## src/gpio_cfg_map.vh

```
// Register map, field positions and reset values of the pin configuration block
`ifndef GPIO_CFG_MAP_VH
`define GPIO_CFG_MAP_VH
// ----------------------------------------------------------------
// Register indices (byte address is four times the index)
// ----------------------------------------------------------------
`define IDX_DCD_CFG 8'h40
`define IDX_RX_CFG 8'h41
`define IDX_TX_CFG 8'h42
`define IDX_DSR_CFG 8'h43
`define IDX_RTS_CFG 8'h44
`define IDX_CTS_CFG 8'h45
`define IDX_DTR_CFG 8'h46
`define IDX_IND_CFG 8'h47
`define IDX_DATA5 8'h4F
`define IDX_DATA6 8'h50
`define IDX_PIN_LVL 8'h60
`define IDX_RESET_SRC 8'h61
// ----------------------------------------------------------------
// Field positions
// ----------------------------------------------------------------
`define BIT_DIR 0
`define BIT_INV 1
`define FN_HI 3
`define FN_LO 2
`define BIT_OD 7
`define CFG_KEEP 8'h8F
// ----------------------------------------------------------------
// Function codes and reset values
// ----------------------------------------------------------------
`define FN_GPIO 2'b00
`define FN_ALT1 2'b01
`define FN_ALT2 2'b10
`define CFG_RST_IN 8'h01
`define CFG_RST_ZERO 8'h00
`define DATA_RST 8'h00
`define RESP_OKAY 2'b00
`define RESP_SLVERR 2'b10
`define ZERO32 32'h0000_0000
`endif

```

## src/pin_sync.v

```verilog
// Two-flop synchroniser for a group of pin inputs
`default_nettype none
module pin_sync (
   input wire aclk,
   input wire aresetn,
   input wire [7:0] async_in,
   output reg [7:0] sync_out
);
   reg [7:0] stage1;
   always @(posedge aclk) begin
      if (!aresetn) begin
         stage1 <= 8'h00;
         sync_out <= 8'h00;
      end else begin
         stage1 <= async_in;
         sync_out <= stage1;
      end
   end
endmodule
`default_nettype wire

```

## src/pin_cell.v

```verilog
// One configurable pin: direction, inversion, driver type and function mux
`default_nettype none
`include "gpio_cfg_map.vh"
module pin_cell (
   input wire [7:0] cfg,
   input wire data_bit,
   input wire alt1_out,
   input wire alt1_is_out,
   input wire pin_level,
   output wire pin_out,
   output wire pin_oe_n,
   output wire logic_in
);
   wire [1:0] fn;
   wire is_in;
   wire drive_val;
   assign fn = cfg[`FN_HI:`FN_LO];
   // Alternate output functions force output, alternate input functions force input; others follow the direction bit
   assign is_in = (fn == `FN_ALT1) ? !alt1_is_out : cfg[`BIT_DIR];
   // Same inversion on the way in and the way out
   assign drive_val = ((fn == `FN_ALT1) ? alt1_out : data_bit) ^ cfg[`BIT_INV];
   assign logic_in = pin_level ^ cfg[`BIT_INV];
   assign pin_out = drive_val;
   // Open drain only pulls low; a high is left to the pull-up
   assign pin_oe_n = is_in | (cfg[`BIT_OD] & drive_val);
endmodule
`default_nettype wire

```

## src/gpio_bank5_6_pin_config.v

```verilog
// Configuration of bank 5 pins 1 to 7 and bank 6 pin 0 behind an AXI4-Lite slave
//
// The AXI4-Lite register port was left to the implementer.
`default_nettype none
`include "gpio_cfg_map.vh"
module gpio_bank5_6_pin_config (
   input wire aclk,
   input wire aresetn,
   input wire standby_power_on_reset,
   input wire main_power_reset,
   input wire hard_reset,
   input wire [9:0] s_axi_awaddr,
   input wire s_axi_awvalid,
   output reg s_axi_awready,
   input wire [31:0] s_axi_wdata,
   input wire [3:0] s_axi_wstrb,
   input wire s_axi_wvalid,
   output reg s_axi_wready,
   output reg [1:0] s_axi_bresp,
   output reg s_axi_bvalid,
   input wire s_axi_bready,
   input wire [9:0] s_axi_araddr,
   input wire s_axi_arvalid,
   output reg s_axi_arready,
   output reg [31:0] s_axi_rdata,
   output reg [1:0] s_axi_rresp,
   output reg s_axi_rvalid,
   input wire s_axi_rready,
   input wire [7:0] pin_in,
   output reg [7:0] pin_out,
   output reg [7:0] pin_oe_n,
   input wire uart_b_transmit_line,
   input wire uart_b_request_send_n,
   input wire uart_b_terminal_ready_n,
   output reg uart_b_carrier_detect_n,
   output reg uart_b_receive_line,
   output reg uart_b_set_ready_n,
   output reg uart_b_clear_send_n,
   input wire indicator_lamp_one_output,
   output reg edge_irq_four_event
);
   // Pin vector index: 0..6 are bank5 pins 1..7, 7 is bank6 pin0
   reg [7:0] cfg [0:7];
   reg [7:0] data5;
   reg data6;
   reg [2:0] last_reset;
   reg [9:0] aw_addr;
   reg aw_held;
   reg [31:0] w_data;
   reg [3:0] w_strb;
   reg w_held;
   reg irq_prev;
   wire [7:0] pin_sync_q;
   wire [7:0] logic_in;
   wire [7:0] cell_out;
   wire [7:0] cell_oe_n;
   wire [7:0] alt_out;
   wire [7:0] alt_is_out;
   wire [7:0] data_vec;
   wire do_write;
   wire [7:0] wr_idx;
   wire [7:0] rd_idx;
   wire [7:0] wbyte;
   integer i;

   // ----------------------------------------------------------------
   // Helpers
   // ----------------------------------------------------------------
   function [7:0] word_index;
      input [9:0] addr;
      begin
         word_index = addr[9:2];
      end
   endfunction

   function is_cfg;
      input [7:0] idx;
      begin
         is_cfg = (idx >= `IDX_DCD_CFG) && (idx <= `IDX_IND_CFG);
      end
   endfunction

   function [2:0] cfg_slot;
      input [7:0] idx;
      reg [7:0] off;
      begin
         off = idx - `IDX_DCD_CFG;
         cfg_slot = off[2:0];
      end
   endfunction

   // Reserved codes fall back to plain GPIO so a stray write cannot grab a pin
   function [1:0] legal_fn;
      input [1:0] fn;
      input is_bank6;
      begin
         if (fn == `FN_GPIO || fn == `FN_ALT1) begin
            legal_fn = fn;
         end else if (fn == `FN_ALT2 && is_bank6) begin
            legal_fn = fn;
         end else begin
            legal_fn = `FN_GPIO;
         end
      end
   endfunction

   function [7:0] cfg_filter;
      input [7:0] v;
      input is_bank6;
      reg [7:0] t;
      begin
         t = v & `CFG_KEEP;
         t[`FN_HI:`FN_LO] = legal_fn(v[`FN_HI:`FN_LO], is_bank6);
         cfg_filter = t;
      end
   endfunction

   // ----------------------------------------------------------------
   // Pin cells
   // ----------------------------------------------------------------
   pin_sync u_sync (
      .aclk(aclk),
      .aresetn(aresetn),
      .async_in(pin_in),
      .sync_out(pin_sync_q)
   );

   assign data_vec = {data6, data5[7:1]};
   // Alternate outputs: transmit, request-to-send, terminal-ready, indicator
   assign alt_out = {indicator_lamp_one_output, uart_b_terminal_ready_n, 1'b0,
                     uart_b_request_send_n, 1'b0, uart_b_transmit_line, 2'b00};
   assign alt_is_out = 8'b1101_0100;

   genvar g;
   generate
      for (g = 0; g < 8; g = g + 1) begin : cells
         pin_cell u_cell (
            .cfg(cfg[g]),
            .data_bit(data_vec[g]),
            .alt1_out(alt_out[g]),
            .alt1_is_out(alt_is_out[g]),
            .pin_level(pin_sync_q[g]),
            .pin_out(cell_out[g]),
            .pin_oe_n(cell_oe_n[g]),
            .logic_in(logic_in[g])
         );
      end
   endgenerate

   // ----------------------------------------------------------------
   // Pin and serial-port outputs
   // ----------------------------------------------------------------
   // Edge interrupt input forces the bank6 pin to input
   always @(posedge aclk) begin
      if (!aresetn) begin
         pin_out <= 8'h00;
         pin_oe_n <= 8'hFF;
         uart_b_carrier_detect_n <= 1'b1;
         uart_b_receive_line <= 1'b1;
         uart_b_set_ready_n <= 1'b1;
         uart_b_clear_send_n <= 1'b1;
         edge_irq_four_event <= 1'b0;
         irq_prev <= 1'b0;
      end else begin
         pin_out <= cell_out;
         pin_oe_n <= cell_oe_n;
         if (cfg[7][`FN_HI:`FN_LO] == `FN_ALT2) begin
            pin_oe_n[7] <= 1'b1;
         end
         // Idle level when not routed keeps the serial port quiet
         uart_b_carrier_detect_n <= (cfg[0][`FN_HI:`FN_LO] == `FN_ALT1) ?
                                    logic_in[0] : 1'b1;
         uart_b_receive_line <= (cfg[1][`FN_HI:`FN_LO] == `FN_ALT1) ?
                                logic_in[1] : 1'b1;
         uart_b_set_ready_n <= (cfg[3][`FN_HI:`FN_LO] == `FN_ALT1) ?
                               logic_in[3] : 1'b1;
         uart_b_clear_send_n <= (cfg[5][`FN_HI:`FN_LO] == `FN_ALT1) ?
                                logic_in[5] : 1'b1;
         irq_prev <= logic_in[7];
         edge_irq_four_event <= (cfg[7][`FN_HI:`FN_LO] == `FN_ALT2) &&
                                (irq_prev != logic_in[7]);
      end
   end

   // ----------------------------------------------------------------
   // AXI4-Lite write path
   // ----------------------------------------------------------------
   assign do_write = aw_held && w_held && !s_axi_bvalid;
   assign wr_idx = word_index(aw_addr);
   assign wbyte = w_data[7:0];

   always @(posedge aclk) begin
      if (!aresetn) begin
         s_axi_awready <= 1'b1;
         s_axi_wready <= 1'b1;
         s_axi_bvalid <= 1'b0;
         s_axi_bresp <= `RESP_OKAY;
         aw_held <= 1'b0;
         w_held <= 1'b0;
         aw_addr <= 10'h000;
         w_data <= `ZERO32;
         w_strb <= 4'h0;
      end else begin
         if (s_axi_awvalid && s_axi_awready) begin
            aw_addr <= s_axi_awaddr;
            aw_held <= 1'b1;
            s_axi_awready <= 1'b0;
         end
         if (s_axi_wvalid && s_axi_wready) begin
            w_data <= s_axi_wdata;
            w_strb <= s_axi_wstrb;
            w_held <= 1'b1;
            s_axi_wready <= 1'b0;
         end
         if (do_write) begin
            aw_held <= 1'b0;
            w_held <= 1'b0;
            s_axi_bvalid <= 1'b1;
            s_axi_bresp <= (is_cfg(wr_idx) || wr_idx == `IDX_DATA5 ||
                            wr_idx == `IDX_DATA6) ? `RESP_OKAY : `RESP_SLVERR;
         end
         if (s_axi_bvalid && s_axi_bready) begin
            s_axi_bvalid <= 1'b0;
            s_axi_awready <= 1'b1;
            s_axi_wready <= 1'b1;
         end
      end
   end

   // ----------------------------------------------------------------
   // Register file
   // ----------------------------------------------------------------
   // Sideband resets take effect on the clock; standby reset also clears data
   always @(posedge aclk) begin
      if (!aresetn || standby_power_on_reset) begin
         for (i = 0; i < 8; i = i + 1) begin
            cfg[i] <= `CFG_RST_IN;
         end
         cfg[2] <= `CFG_RST_ZERO;
         data5 <= `DATA_RST;
         data6 <= 1'b0;
         last_reset <= 3'b001;
      end else begin
         if (main_power_reset || hard_reset) begin
            cfg[2] <= `CFG_RST_ZERO;
            data5[3] <= 1'b0;
            last_reset <= {hard_reset, main_power_reset, 1'b0};
         end else if (do_write && w_strb[0]) begin
            if (is_cfg(wr_idx)) begin
               cfg[cfg_slot(wr_idx)] <= cfg_filter(wbyte, wr_idx == `IDX_IND_CFG);
            end
            if (wr_idx == `IDX_DATA5) begin
               data5 <= wbyte;
            end
            if (wr_idx == `IDX_DATA6) begin
               data6 <= wbyte[0];
            end
         end
      end
   end

   // ----------------------------------------------------------------
   // AXI4-Lite read path
   // ----------------------------------------------------------------
   assign rd_idx = word_index(s_axi_araddr);

   always @(posedge aclk) begin
      if (!aresetn) begin
         s_axi_arready <= 1'b1;
         s_axi_rvalid <= 1'b0;
         s_axi_rdata <= `ZERO32;
         s_axi_rresp <= `RESP_OKAY;
      end else begin
         if (s_axi_arvalid && s_axi_arready) begin
            s_axi_arready <= 1'b0;
            s_axi_rvalid <= 1'b1;
            s_axi_rresp <= `RESP_OKAY;
            s_axi_rdata <= `ZERO32;
            if (is_cfg(rd_idx)) begin
               s_axi_rdata[7:0] <= cfg[cfg_slot(rd_idx)];
            end else if (rd_idx == `IDX_DATA5) begin
               s_axi_rdata[7:0] <= data5;
            end else if (rd_idx == `IDX_DATA6) begin
               s_axi_rdata[0] <= data6;
            end else if (rd_idx == `IDX_PIN_LVL) begin
               // Logical input levels after inversion
               s_axi_rdata[7:0] <= logic_in;
            end else if (rd_idx == `IDX_RESET_SRC) begin
               s_axi_rdata[2:0] <= last_reset;
            end else begin
               s_axi_rresp <= `RESP_SLVERR;
            end
         end
         if (s_axi_rvalid && s_axi_rready) begin
            s_axi_rvalid <= 1'b0;
            s_axi_arready <= 1'b1;
         end
      end
   end

endmodule
`default_nettype wire

```

## config.mk

```make
export PLATFORM = sky130hd
export DESIGN_NAME = gpio_bank5_6_pin_config
export DESIGN_NICKNAME = d
export VERILOG_FILES = /design/src/pin_sync.v /design/src/pin_cell.v /design/src/gpio_bank5_6_pin_config.v
export VERILOG_INCLUDE_DIRS = /design/src
export SDC_FILE = /design/constraint.sdc
export NUM_CORES = 1
export LEC_CHECK = 0
export ABC_AREA = 1
export BUFFER_PORTS_ARGS = -buffer_cell sky130_fd_sc_hd__buf_4
export CORE_ASPECT_RATIO = 0.75
export CORE_MARGIN = 4
export CORE_UTILIZATION = 30
export CTS_CLUSTER_DIAMETER = 80
export CTS_CLUSTER_SIZE = 10
export DETAILED_ROUTE_END_ITERATION = 7
export PLACE_DENSITY = 0.61
export SLEW_MARGIN = 20
export SYNTH_ARGS = -nofsm -noshare
export SYNTH_HDL_FRONTEND = slang
export SYNTH_HIERARCHICAL = 1
export SYNTH_SLANG_ARGS = --single-unit
```

## constraint.sdc

```tcl
create_clock -name aclk -period 2.31 [get_ports aclk]
set_clock_uncertainty 0.15 [all_clocks]
set_input_delay 0.462 -clock aclk [delete_from_list [all_inputs] [get_ports aclk]]
set_output_delay 0.462 -clock aclk [all_outputs]
set_load 0.01 [all_outputs]
```

==> results of run 1 <==
## layout make-up
type / instances / area [sq um]
fillers: 2039 / 11950
flip-flops and latches: 124 / 2883
repair buffers: 101 / 770.7
well taps: 253 / 316.6
inverters: 113 / 424.2
clock buffers: 24 / 539.3
multi-input cells: 541 / 2555
clock inverters: 8 / 51.30
## worst max-delay path, delay by kind of cell (launching register included)
kind          cells  cell delay (ps)
simple gates      6              940
buf+inv           2              240
flops             1              320
## registers in the layout, summed over array words and instances, names as in the netlist, 8 cells and up
name / flops
cfg: 40
s_axi_rdata: 8
u_sync/stage1: 8
aw_addr: 8
pin_out: 8
w_data: 8
pin_oe_n: 8
u_sync/sync_out: 8
data5: 8
## layout by cell type (no fill, tap or decap), drive strengths merged
cell and instances:
nor2 94, buf 101, nand2 192, or2 9, and2 9, clkinv 12, clkbuf 24, edfxtp 40
a21oi 40, dfxtp 84, inv 108, a21boi 2, xnor2 1, conb 49, clkinvlp 1, xor2 8
nand4 13, o21a 1, nand3 97, nor3 3, o21ai 23
## metrics by stage
stage | util | std cells | hold WS, ps
floorplan | - | 821 | 236.4
global placement | 0.3564 | 1132 | 252.8
detailed placement | 0.3564 | 1132 | 249.8
CTS | 0.3867 | 1164 | 66.94
global route | 0.3869 | 1164 | 63.45
finish | 0.3869 | 1164 | 82.04
## final timing paths
check	end	slack (ps)	cells after the start
worst max-delay path	cfg[5][1]$_SDFFCE_PN0P_	340	8
worst min-delay path	u_sync/stage1[1]$_SDFF_PN0_	80	3
worst max register to register	cfg[5][1]$_SDFFCE_PN0P_	340	8
worst min register to register	u_sync/sync_out[0]$_SDFF_PN0_	260	2
## repair_timing
item                                   in CTS  in global routing
resized for setup                           0                  1
setup endpoints to repair                   0                  9
endpoints found under the hold margin       0                  0
## logic make-up (layout without fill, tap and decap cells)
logic type	after synthesis	in the layout	share of synthesized area
AO/OA/AOI/OAI	66	66	0.05648
XOR/XNOR	9	9	0.01318
flip-flops	124	124	0.4820
AND/OR/NAND/NOR	417	417	0.3264
buffers and inverters	156	246	0.1207
other	2	49	0.001256
## layer usage
layer  vias up  share of wire  GRT usage
met4         0         0.0068    0.02934
li1       2626              -          -
met1      2278           0.51     0.2180
met2       164           0.41     0.2122
met5         -              0          0
met3        12          0.078    0.04815
## power groups by stage
stage,Combinational (W),Sequential (W),Clock [W]
after floorplan,0.000345,0.00246,0
after global placement,0.000520,0.00247,0
after detailed placement,0.000522,0.00247,0
after CTS,0.000525,0.00242,0.00265
after global routing,0.000594,0.00243,0.00276
final,0.000524,0.00242,0.00260
==> flow_metrics.py, run 1 <==
metrics = {
    "run": {
        "maxCapViolations": 0,
    },
    "synthesis": {
        "netlist_instances": 774,
        "yosysUniqueCellTypes": 31,
        "ys_async_sr_fraction": 0,
        "yosysTopAreaCellShare": 0.2812,
        "ys_warn_count": 6,
        "synthTopCellsByCount": "171 x nand2_1, 105 x inv_1, 91 x nor2_1, 84 x dfxtp_1, 78 x nand3_1",
        "ys_seq_elements": 124,
        "synth_edf_count": 40,
        "synth_area_per_cell_sq_um": 7.727,
        "yosys.area.top_type": "dfxtp_1",
        "ys.flop_type": "dfxtp_1",
        "synth_area_leaders": "dfxtp_1 28%, edfxtp_1 20%, nand2_1 11%",
        "syn_area_sq_mm": 0.005981,
        "ys_seq_area_frac": 0.4820,
        "yosysMostFrequentCell": "nand2_1",
    },
    "worst_setup_path": {
        "critPathKind": "flop to flop",
        "cpPeakStageDelay_ps": 320,
        "cp_slowest_cell": "dfxtp_1",
        "cp.arrival_ps": 1920,
        "required_ps": 2260,
        "cp-end-kind": "flop",
        "start_kind": "flop",
        "crit_top_cell": "nand2_1",
        "rr_startpoint": "s_axi_bvalid$_SDFFE_PP0N_",
        "crit_start": "s_axi_bvalid$_SDFFE_PP0N_",
        "path_cells": "inv_1 > nand3_2 > nor2_2 > nand2_1 > nor3_4 > buf_12 > nand3_1 > nand2_1",
        "worst-path-max-fanout": 10,
    },
    "power_and_ir_drop": {
        "swShare": 0.2481,
        "power_frac_seq": 0.437,
        "p_int_w": 0.004173,
        "leakage_nw": 3.555,
        "p_sw_w": 0.001377,
        "p_clk_frac": 0.469,
        "power_w": 0.005550,
        "ir_drop_mv": 0.3314,
        "combPwrFrac": 0.094,
        "p_per_area_mw_per_mm2": 736.1,
    },
    "clock_tree": {
        "post_cts_buffers": 0,
        "htreeDepth": 4,
        "cts_made_buffers": 17,
        "cts-root-buf": "clkbuf_16",
        "clock_latency_ps": 410,
        "hold_buffers": 0,
        "cts_buffer_depth": 2,
        "clk_pin_slew_ps": 60,
        "cts.sinks": 124,
        "cts_tree": "done",
    },
    "grt": {
        "overflow": 0,
        "antenna_found_initial": 0,
        "first_global_vias": 4755,
        "grt_usage": 0.1480,
        "grt_max_degree": 52,
        "grt_pass1_wl_um": 25430,
    },
    "sta": {
        "setup_viol": 0,
        "setup_ws_ps": 339.8,
        "drv_slew": 0,
        "post-route-period-util": 0.8529,
        "max_freq_ghz": 0.5076,
        "setup_tns_ps": 0,
        "hold_violations": 0,
        "slew_headroom": 0.6224,
        "post-route-min-period_ps": 1970,
        "rsz0062_at_grt": "no",
        "tightestPinTransition_ps": 566.3,
    },
    "route": {
        "via_per_inst": 4.364,
        "drc": 0,
        "routedWlPerCell_um": 13.68,
        "drtIter0Drc": 332,
        "drtPass1Iterations": 6,
        "vias": 5080,
        "wirelength_um": 15920,
        "final_antenna_net_count": 0,
    },
    "floorplanning": {
        "floorplan.core_area_sq_mm": 0.01949,
        "rows": 44,
        "start_util": 0.3069,
        "io_pins": 140,
        "die_width_um": 171.0,
        "fp.dieArea_sq_mm": 0.02228,
        "die_h_um": 130.3,
    },
    "final_layout": {
        "postLayoutCellArea_sq_mm": 0.007540,
        "antenna_cells": 0,
        "layout-drive-gt1-share": 0.2064,
        "area_delta_synth_final_pct": 26.07,
        "finalNetCount": 976,
    },
    "place": {
        "gp_routability_congestion": 0.8883,
        "hpwl_um": 12230,
        "port_buffers": 82,
        "placed_area_sq_mm": 0.006947,
        "place_ws_ps": 101.5,
    },
    "run_status": {
        "status": "complete, no violations",
    },
    "hold_path": {
        "hold_path.startpoint": "pin_in[1]",
        "min_path_type": "input pin to flop",
    },
}
Power figures use the tool's default switching activity.
==> inputs of run 2 (changes only) <==
Settings changed: SLEW_MARGIN 20 to unset, SYNTH_HIERARCHICAL 1 to unset.
==> run 2 against run 1 <==
Register-to-register slack got worse by 100 ps. Count of clock-buffer cells in the layout fell by 4. Via count fell by 14%. Critical endpoint is now cfg[2][0]$_DFFE_PP_.
==> flow_metrics.py, run 2 <==
metrics = {
    "synthesis": {
        "syn_area_sq_mm": 0.005386,
        "yosys.area.top_type": "dfxtp_1",
        "ys_seq_elements": 124,
        "yosysUniqueCellTypes": 35,
        "synth_edf_count": 40,
        "ys_warn_count": 0,
        "synthTopCellsByCount": "152 x nand2_1, 84 x dfxtp_1, 75 x inv_1, 72 x nor2_1",
        "yosysTopAreaCellShare": 0.3122,
        "netlist_instances": 654,
        "ys_seq_area_frac": 0.5352,
        "ys_async_sr_fraction": 0,
        "yosysMostFrequentCell": "nand2_1",
        "ys.flop_type": "dfxtp_1",
        "synth_area_per_cell_sq_um": 8.236,
        "synth_area_leaders": "dfxtp_1 31%, edfxtp_1 22%, nand2_1 11%",
    },
    "worst_setup_path": {
        "cp-end-kind": "flop",
        "r2r_setup_slack_ps": 240,
        "critPathKind": "flop to flop",
        "cp.arrival_ps": 2090,
        "start_kind": "flop",
        "rr_worst_depth": 9,
        "rr_startpoint": "s_axi_bvalid$_SDFFE_PP0N_",
        "r2r_end": "cfg[2][0]$_DFFE_PP_",
        "required_ps": 2330,
        "worst-path-max-fanout": 15,
    },
    "clock_tree": {
        "clk_pin_slew_ps": 60,
        "cts-root-buf": "clkbuf_16",
        "cts_made_buffers": 17,
        "post_cts_buffers": 0,
        "cts.sinks": 124,
        "cts_tree": "done",
        "clock_latency_ps": 420,
        "htreeDepth": 4,
        "cts_buffer_depth": 2,
        "hold_buffers": 0,
        "post_cts_resized": 0,
    },
    "final_layout": {
        "area_delta_synth_final_pct": 26.76,
        "largest-register": "cfg",
        "largest_register_ffs": 40,
        "layoutNonFillerInstCount": 1008,
        "num-fill-cells": 1837,
        "final_common_cell": "nand2_1",
        "final_cell_mix": "152 x nand2_1, 91 x buf_4, 84 x dfxtp_1",
        "antenna_cells": 0,
        "layout-drive-gt1-share": 0.1775,
        "finalNetCount": 831,
    },
    "grt": {
        "grt_max_degree": 41,
        "grt_pass1_wl_um": 22270,
        "first_global_vias": 4137,
        "antenna_found_initial": 0,
        "overflow": 0,
        "grt_usage": 0.1461,
    },
    "route": {
        "via_per_inst": 4.342,
        "wl_met2_um": 6472,
        "routedWlPerCell_um": 14.23,
        "vias": 4377,
        "highest_layer": "met4",
        "wirelength_um": 14350,
        "drtPass1Iterations": 5,
        "final_antenna_net_count": 0,
        "wl_met3_um": 1064,
        "drc": 0,
        "drtIter0Drc": 331,
        "wl_met1_um": 6643,
    },
    "floorplanning": {
        "io_pins": 140,
        "floorplan.core_area_sq_mm": 0.01766,
        "fp.dieArea_sq_mm": 0.02019,
        "die_width_um": 162.7,
        "start_util": 0.3051,
        "rows": 42,
        "die_h_um": 124.0,
    },
    "power_and_ir_drop": {
        "p_per_area_mw_per_mm2": 795.3,
        "p_sw_w": 0.001318,
        "leakage_nw": 3.014,
        "power_frac_seq": 0.443,
        "swShare": 0.2426,
        "combPwrFrac": 0.083,
        "p_int_w": 0.004113,
        "p_clk_frac": 0.474,
        "ir_drop_mv": 0.4731,
    },
    "sta": {
        "hold_violations": 0,
        "post-route-min-period_ps": 2071,
        "setup_viol": 0,
        "tightestPinTransition_ps": 530.7,
        "drv_slew": 0,
        "slew_headroom": 0.6449,
        "holdWs_ps": 75.27,
        "setup_tns_ps": 0,
        "rsz0062_at_grt": "no",
        "post-route-period-util": 0.8965,
        "max_freq_ghz": 0.4829,
    },
    "hold_path": {
        "hold_path.startpoint": "pin_in[6]",
        "min_path_type": "input pin to flop",
        "holdPathStages": 3,
        "min_delay_worst_endpoint": "u_sync.stage1[6]$_SDFF_PN0_",
    },
    "run": {
        "maxCapViolations": 0,
    },
    "place": {
        "gp_routability_congestion": 0.8907,
        "hpwl_um": 10990,
        "numPlacedInstances": 976,
        "port_buffers": 82,
    },
    "run_status": {
        "status": "complete, no violations",
    },
}
-- run 2: changes by cell type after synthesis, sizes merged, moves of 6 or more --
cell	previous run	this run
and2	9	1
inv	107	76
nand2	192	152
nand3	97	42
nor2	94	75
o211ai	0	9
o21ai	23	35
or2	9	3
-- run 2: layout make-up --
type | instances | area (sq um) | share of cell area
timing repair buffer | 92 | 703.2 | 0.1030
multi-input combinational | 438 | 2049 | 0.3002
clock inverter | 12 | 111.4 | 0.01631
inverter | 80 | 300.3 | 0.04398
clock buffer | 20 | 478.0 | 0.07000
tap | 242 | 302.8 | 0.04435
sequential | 124 | 2883 | 0.4222
-- run 2: cells by family after synthesis --
family	after synthesis	share of synthesized area
and+or+nand+nor	299	0.2404
DFF	124	0.5352
buffers and inverters	124	0.1066
AOI/OAI and AO/OA	89	0.08943
xor gates and xnor gates	17	0.02764
other	1	0.0006962
-- run 2: routing by layer --
| layer | up-vias | GRT usage |
|---|---|---|
| li1 | 2257 | - |
| met1 | 1986 | 0.1960 |
| met2 | 125 | 0.2181 |
| met3 | 9 | 0.04962 |
| met4 | 0 | 0.05710 |
| met5 | - | 0 |
-- run 2: how the worst max path moves through the flow --
stage	startpoint	endpoint	slack, ps	depth (start not counted)
2_1_floorplan	aresetn	cfg[0][0]$_SDFFCE_PN1P_	410	6
3_3_place_gp	aresetn	cfg[2][0]$_DFFE_PP_	230	8
3_5_place_dp	aresetn	cfg[2][0]$_DFFE_PP_	210	8
4_1_cts	s_axi_bvalid$_SDFFE_PP0N_	cfg[2][0]$_DFFE_PP_	240	9
5_1_grt	s_axi_bvalid$_SDFFE_PP0N_	cfg[2][0]$_DFFE_PP_	60	9
6_report	s_axi_bvalid$_SDFFE_PP0N_	cfg[2][0]$_DFFE_PP_	240	9
-- run 2: through the flow --
| step | setup slack (ps) | utilization | cell area, sq um | power, W |
|---|---|---|---|---|
| finish | 239.2 | 0.3867 | 6828 | 0.005430 |
| floorplan | 410.9 | - | 5507 | 0.002729 |
| detailed placement | 214.7 | 0.3533 | 6238 | 0.002903 |
| global route | 58.12 | 0.3867 | 6828 | 0.005652 |
| global placement | 227.6 | 0.3533 | 6238 | 0.002897 |
| CTS | 241.8 | 0.3867 | 6828 | 0.005479 |
-- run 2: worst max-delay path, cell delays in order, from the launching register on --
cell and delay [ps]:
dfxtp_1 320, inv_1 80, nand3_2 90, nor2_1 210, nand2_1 180, nor3_4 180, buf_12 170, nand3_2 110
nand2_1 220, o21ai_1 90
-- run 2: power by group through the flow --
stage / logic [W] / clock network (W) / registers (W)
2_1_floorplan: 0.000287 / 0 / 0.00244
3_3_place_gp: 0.000448 / 0 / 0.00245
3_5_place_dp: 0.000451 / 0 / 0.00245
4_1_cts: 0.000453 / 0.00262 / 0.00241
5_1_grt: 0.000509 / 0.00273 / 0.00242
6_report: 0.000453 / 0.00257 / 0.00241
